**config.mk**
```make
export PLATFORM = sky130hd
export DESIGN_NAME = wdit_top
export DESIGN_NICKNAME = d
export VERILOG_FILES = /design/src/logic/wdit_pkg.sv /design/src/logic/wdit_prescaler.sv /design/src/logic/wdit_top.sv
export VERILOG_INCLUDE_DIRS = /design/src /design/src/logic
export SDC_FILE = /design/constraint.sdc
export NUM_CORES = 1
export LEC_CHECK = 0
export ABC_AREA = 1
export BUFFER_PORTS_ARGS = -buffer_cell sky130_fd_sc_hd__buf_4
export CORE_MARGIN = 3
export CORE_UTILIZATION = 40
export CTS_CLUSTER_DIAMETER = 60
export DETAILED_ROUTE_END_ITERATION = 8
export PLACE_DENSITY = 0.6
export SLEW_MARGIN = 20
export SYNTH_ARGS = -nofsm -noshare
export SYNTH_HDL_FRONTEND = slang
export SYNTH_SLANG_ARGS = --single-unit
```
**constraint.sdc**
```tcl
create_clock -name clk_sys -period 1.7 [get_ports clk_sys]
set_clock_uncertainty 0.1 [all_clocks]
set_input_delay 0.085 -clock clk_sys [delete_from_list [all_inputs] [get_ports clk_sys]]
set_output_delay 0.085 -clock clk_sys [all_outputs]
set_load 0.02 [all_outputs]
```
**src/logic/wdit_map.svh**
```systemverilog
// constants for the watchdog interval timer
// assumes inclusion by the timer modules only
`ifndef WDIT_MAP_SVH
`define WDIT_MAP_SVH
// prescaler division exponents for select codes 0..7 (2,32,64,128,256,512,2048,4096)
`define WDIT_DIV_EXP0 4'h1
`define WDIT_DIV_EXP1 4'h5
`define WDIT_DIV_EXP2 4'h6
`define WDIT_DIV_EXP3 4'h7
`define WDIT_DIV_EXP4 4'h8
`define WDIT_DIV_EXP5 4'h9
`define WDIT_DIV_EXP6 4'hB
`define WDIT_DIV_EXP7 4'hC
// reset values and count maximum
`define WDIT_RST_SELECT 3'h0
`define WDIT_RST_COUNT  8'h00
`define WDIT_COUNT_MAX  8'hFF
// prescaler width: enough for the largest division
`define WDIT_PRE_WIDTH  12
`endif

```
**src/logic/wdit_pkg.sv**
```systemverilog
// types for the watchdog interval timer
// assumes wdit_map.svh is on the include path
package wdit_pkg;
  // overflow clear handshake state
  typedef enum logic [1:0] {
    WDIT_CLR_IDLE  = 2'b00,
    WDIT_CLR_ARMED = 2'b01
  } wdit_clr_state_t;
endpackage

```
**src/logic/wdit_prescaler.sv**
```systemverilog
// prescaler, held at zero while run is low, producing one-cycle count ticks
// assumes clk_sys is the peripheral clock
`include "wdit_map.svh"
module wdit_prescaler #(
  parameter int PRE_WIDTH = `WDIT_PRE_WIDTH
) (
  // clock and reset
  input  wire logic                clk_sys,
  input  wire logic                reset_n,
  // control
  input  wire logic                run,
  input  wire logic [2:0]          select,
  // tick out
  output logic                     tick
);
  logic [PRE_WIDTH-1:0] pre;
  logic [PRE_WIDTH-1:0] next_pre;
  logic                 next_tick;

  // elaboration check: the largest division needs twelve bits
  if (PRE_WIDTH < 12) begin
    $error("prescaler too narrow");
  end

  // decode select into division exponent
  function automatic logic [3:0] wdit_exp(input logic [2:0] s);
    case (s)
      3'h0: wdit_exp = `WDIT_DIV_EXP0;
      3'h1: wdit_exp = `WDIT_DIV_EXP1;
      3'h2: wdit_exp = `WDIT_DIV_EXP2;
      3'h3: wdit_exp = `WDIT_DIV_EXP3;
      3'h4: wdit_exp = `WDIT_DIV_EXP4;
      3'h5: wdit_exp = `WDIT_DIV_EXP5;
      3'h6: wdit_exp = `WDIT_DIV_EXP6;
      default: wdit_exp = `WDIT_DIV_EXP7;
    endcase
  endfunction

  // count and fire when low bits reach all ones
  always_comb begin
    logic [PRE_WIDTH-1:0] mask;
    mask = (PRE_WIDTH'(1) << wdit_exp(select)) - PRE_WIDTH'(1);
    next_pre  = run ? pre + PRE_WIDTH'(1) : '0;
    next_tick = run && ((pre & mask) == mask);
  end

  // register
  always_ff @(posedge clk_sys or negedge reset_n) begin
    if (!reset_n) begin
      pre  <= '0;
      tick <= 1'b0;
    end else begin
      pre  <= next_pre;
      tick <= next_tick;
    end
  end
endmodule

```
**src/logic/wdit_top.sv**
```systemverilog
// watchdog / interval timer top: counter, overflow flag, request outputs
// assumes control bits arrive as synchronous ports from a register file
`include "wdit_map.svh"
module wdit_top #(
  parameter int COUNT_WIDTH = 8
) (
  // clock and reset
  input  wire logic                   clk_sys,
  input  wire logic                   reset_n,
  // control bits
  input  wire logic                   timer_enable,
  input  wire logic                   watchdog_mode,
  input  wire logic                   reset_select,
  input  wire logic                   prescale_select_bit2,
  input  wire logic                   prescale_select_bit1,
  input  wire logic                   prescale_select_bit0,
  // overflow flag access
  input  wire logic                   flag_read,
  input  wire logic                   flag_write_zero,
  // status
  output logic [COUNT_WIDTH-1:0]      watchdog_count,
  output logic                        overflow_flag,
  // requests, one-cycle pulses
  output logic                        overflow_irq,
  output logic                        nmi_request,
  output logic                        reset_request
);
  logic                       tick;
  logic                       wrap;
  logic [COUNT_WIDTH-1:0]     next_count;
  logic                       next_flag;
  logic                       next_irq;
  logic                       next_nmi;
  logic                       next_rst;
  wdit_pkg::wdit_clr_state_t  clr_state;
  wdit_pkg::wdit_clr_state_t  next_clr_state;

  // elaboration check: the wrap and flag logic serve an eight-bit counter only
  if (COUNT_WIDTH != 8) begin
    $error("counter must be eight bits");
  end

  // tick generator
  wdit_prescaler #(
    .PRE_WIDTH (`WDIT_PRE_WIDTH)
  ) u_pre (
    .clk_sys (clk_sys),
    .reset_n (reset_n),
    .run     (timer_enable),
    .select  ({prescale_select_bit2, prescale_select_bit1, prescale_select_bit0}),
    .tick    (tick)
  );

  // counter and wrap detection
  always_comb begin
    wrap = timer_enable && tick && (watchdog_count == `WDIT_COUNT_MAX);
    if (!timer_enable) begin
      next_count = `WDIT_RST_COUNT;
    end else if (tick) begin
      next_count = watchdog_count + COUNT_WIDTH'(1);
    end else begin
      next_count = watchdog_count;
    end
  end

  // request routing by mode
  always_comb begin
    next_irq = wrap && !watchdog_mode;
    next_nmi = wrap && watchdog_mode && !reset_select;
    next_rst = wrap && watchdog_mode && reset_select;
  end

  // flag with read-then-write-zero clear; set wins
  always_comb begin
    next_clr_state = clr_state;
    next_flag      = overflow_flag;
    case (clr_state)
      wdit_pkg::WDIT_CLR_IDLE: begin
        if (flag_read && overflow_flag) begin
          next_clr_state = wdit_pkg::WDIT_CLR_ARMED;
        end
      end
      wdit_pkg::WDIT_CLR_ARMED: begin
        if (flag_write_zero) begin
          next_flag      = 1'b0;
          next_clr_state = wdit_pkg::WDIT_CLR_IDLE;
        end
      end
      default: next_clr_state = wdit_pkg::WDIT_CLR_IDLE;
    endcase
    if (wrap) begin
      next_flag = 1'b1;
    end
  end

  // count register
  always_ff @(posedge clk_sys or negedge reset_n) begin
    if (!reset_n) begin
      watchdog_count <= `WDIT_RST_COUNT;
    end else begin
      watchdog_count <= next_count;
    end
  end

  // request registers, so every request leaves a flip-flop
  always_ff @(posedge clk_sys or negedge reset_n) begin
    if (!reset_n) begin
      overflow_irq  <= 1'b0;
      nmi_request   <= 1'b0;
      reset_request <= 1'b0;
    end else begin
      overflow_irq  <= next_irq;
      nmi_request   <= next_nmi;
      reset_request <= next_rst;
    end
  end

  // flag and clear handshake registers
  always_ff @(posedge clk_sys or negedge reset_n) begin
    if (!reset_n) begin
      overflow_flag <= 1'b0;
      clr_state     <= wdit_pkg::WDIT_CLR_IDLE;
    end else begin
      overflow_flag <= next_flag;
      clr_state     <= next_clr_state;
    end
  end

  // count clock period in system clocks for a select code
  function automatic logic [12:0] wdit_period(input logic [2:0] s);
    case (s)
      3'h0: wdit_period = 13'h0001 << `WDIT_DIV_EXP0;
      3'h1: wdit_period = 13'h0001 << `WDIT_DIV_EXP1;
      3'h2: wdit_period = 13'h0001 << `WDIT_DIV_EXP2;
      3'h3: wdit_period = 13'h0001 << `WDIT_DIV_EXP3;
      3'h4: wdit_period = 13'h0001 << `WDIT_DIV_EXP4;
      3'h5: wdit_period = 13'h0001 << `WDIT_DIV_EXP5;
      3'h6: wdit_period = 13'h0001 << `WDIT_DIV_EXP6;
      default: wdit_period = 13'h0001 << `WDIT_DIV_EXP7;
    endcase
  endfunction

  // checker state: cycles since the last tick and the setting it ran at
  logic [12:0] tick_gap;
  logic [12:0] next_tick_gap;
  logic        gap_valid;
  logic        next_gap_valid;
  logic [2:0]  select_prev;
  logic [2:0]  next_select_prev;

  // gap count; valid only after a tick with enable and select steady since
  always_comb begin
    next_select_prev = {prescale_select_bit2, prescale_select_bit1, prescale_select_bit0};
    next_tick_gap    = tick ? 13'h0001 : tick_gap;
    if (!tick && tick_gap != 13'h1FFF) begin
      next_tick_gap = tick_gap + 13'h0001; // saturates, never wraps
    end
    next_gap_valid = timer_enable && (next_select_prev == select_prev) && (tick || gap_valid);
  end

  // checker state registers
  always_ff @(posedge clk_sys or negedge reset_n) begin
    if (!reset_n) begin
      tick_gap    <= 13'h0000;
      gap_valid   <= 1'b0;
      select_prev <= `WDIT_RST_SELECT;
    end else begin
      tick_gap    <= next_tick_gap;
      gap_valid   <= next_gap_valid;
      select_prev <= next_select_prev;
    end
  end
endmodule
```
==> qor.csv <==
metric,value,unit
status,completed,
hold path start,prescale_select_bit0,
DRT Pass-1 Iters,4,
Iter 0 DRT Violations,54,
CP endpoint,u_pre.tick,
mean number of vias per cell,4.72,
Place WS,0.325,ns
nets,221,
Fin. Hold Viols,0,
Max Slew Vio Count,0,
DR WL/cell,10.9,um
Synth Warn #,0,
ANT nets after route,0,
Critical path origin,prescale_select_bit1,
async set-reset flop share out of synthesis,1.00,
Ports,22,
crit start category,input pin,
setup violators final,0,
Avg Inst Size Synth,7.87,um^2
Worst EP arrival,1.68,ns
"Seq/Total Area, Yosys",0.475,
Syn Inst Count,174,
Peak supply drop,0.000480,V
FILL cells,302,
"commonest non-fill, non-tap cell in the layout",nand2_1,
max_cap viols,0,
Yosys cell types,25,
Seq cells post-synth,26,
min Tclk post-route,1.52,ns
Worst Path Required,1.86,ns
sequential cell area,651,um^2
CTS Sinks,26,
CTS clock-pin slew for the worst setup and hold paths,0.13,ns
Fin Hold WS,0.0798,ns
Final WS setup,0.177,ns
worst setup path category,input pin to flop,
r2r startpoint,clr_state[0],
vias in the first global route,1187,
Congestion Overflow GR,0,
CTS Root Cell,clkbuf_4,
Die H,64.5,um
initial core utilization,0.434,
Rows,20,
die area,0.00416,mm^2
largest net degree at the start of global routing,27,
prevailing post-synth register cell,dfrtp_1,
Num CTS Buffers,3,
P_leak,0.883,nW
Antenna Diode Count,0,
fin util,0.537,
Fin Setup TNS,0,ns
antenna violations before repair,0,
Final period util,0.896,
worst min-delay path class,input pin to flop,
Port Buffers,21,
global-route wire length before repair,5070,um
gp weighted congestion,0.827,
core outline area,0.00315,mm^2
Die X,64.5,um
Routed WL,2730,um
Area Overhead vs Synth,23.6,%
reg-to-reg endpoint,clr_state[0],
CP max FO,4,
RSZ-0062 raised after global routing,no,
H-tree Lvls,1,
post-synthesis net count,187,
Multi-input gate area,614,um^2
fmax,0.657,GHz
r2r worst-path depth,4,
dpl hpwl,2100,um
via count,1181,
Worst-Skew Late Latency,0.31,ns
Total GRT Usage,0.152,
hold-critical path depth,6,
fraction of layout cells with a size suffix above 1,0.184,
"EDFF count, synth",0,
maximum clock insertion buffer count,2,
Residual DRC,0,
cell area power density,575,mW/mm^2
CTS tree,yes,
Design Power,0.973,mW
Worst R2R Setup Slack,0.34,ns
post-CTS setup buffers,0,
Mapped Area,0.00137,mm^2
crit end category,flop,
most frequent cells in the layout,"nand2_1, nor2_1, dfrtp_1, inv_1, buf_4",
per-stage QoR:
| stage | instance area [um^2] | instances |
|---|---|---|
| floorplan | 1370 | 174 |
| global placement | 1580 | 238 |
| detailed placement | 1580 | 238 |
| CTS | 1690 | 250 |
| global route | 1690 | 250 |
| finish | 1690 | 250 |
layer usage:
| layer | global-route usage | vias to the layer above | wire length (um) | share of wire |
|---|---|---|---|---|
| met5 | 0 | - | 0 | 0 |
| met4 | 0.0317 | 0 | 14 | 0.0051 |
| met3 | 0.0381 | 2 | 72 | 0.026 |
| met2 | 0.269 | 13 | 1330 | 0.49 |
| met1 | 0.186 | 557 | 1320 | 0.48 |
| li1 | - | 609 | - | - |
synth_stat cells, drive strengths merged, types with 2 or more instances:
cell type  count  area [um^2]
nand4          2         12.5
dfrtp         26          651
nor2          30          128
a21oi          9         45.0
o21bai         2         22.5
inv           27          101
nor3           3         26.3
nand2         43          169
nand3          9         55.1
ha             3         37.5
a22o           2         17.5
o21ai         10         50.1
layout make-up:
cell class / count / share of cell area
Tap cell: 44 / 0.0325
Multi-Input combinational cell: 120 / 0.363
Clock buffer: 3 / 0.0133
Timing Repair Buffer: 30 / 0.146
Sequential cell: 26 / 0.385
Inverter: 27 / 0.0599
registers in the layout, summed over array words and instances (netlist names):
| name | flops |
|---|---|
| u_pre.tick | 1 |
| reset_request | 1 |
| nmi_request | 1 |
| overflow_flag | 1 |
| watchdog_count | 8 |
| clr_state | 1 |
| overflow_irq | 1 |
| u_pre.pre | 12 |
report_power, final:
group	switching, mW	internal [mW]	total (mW)
Combinational	0.0472	0.0403	0.0875
Clock	0.172	0.0829	0.254
Sequential	0.00670	0.624	0.631
Total	0.225	0.747	0.973
what timing repair did:
action	in CTS	in global routing
endpoints found under the hold margin	43	0
hold buffers	9	0
setup endpoints to repair	0	1
gates resized for setup	0	1
logic make-up (layout without fill, tap and decap cells):
group / count (synthesis) / after routing / share of synthesized area
buffers and inverters: 28 / 60 / 0.0777
xor gates and xnor gates: 2 / 2 / 0.0128
adders and majority gates: 3 / 3 / 0.0274
other: 1 / 1 / 0.00274
and+or+nand+nor: 89 / 89 / 0.295
DFF: 26 / 26 / 0.475
AOI/OAI and AO/OA: 25 / 25 / 0.109
worst min path at each step:
stage	to	slack, ns
detailed placement	u_pre.pre[9]	-0.08
floorplan	clr_state[0]	-0.31
global route	u_pre.pre[9]	0.09
finish	u_pre.tick	0.08
CTS	u_pre.pre[9]	0.08
global placement	reset_request	-0.09
worst max-delay path, stage by stage:
cell and delay (ns):
dlygate4sd3_1 0.53, buf_4 0.14, nor2_2 0.14, nand2_1 0.07, ha_1 0.28, inv_1 0.04, nand2_1 0.05, nand3_1 0.08
nor2_1 0.12, nand3_1 0.07, nor2_1 0.08
Power figures use the tool's default switching activity.
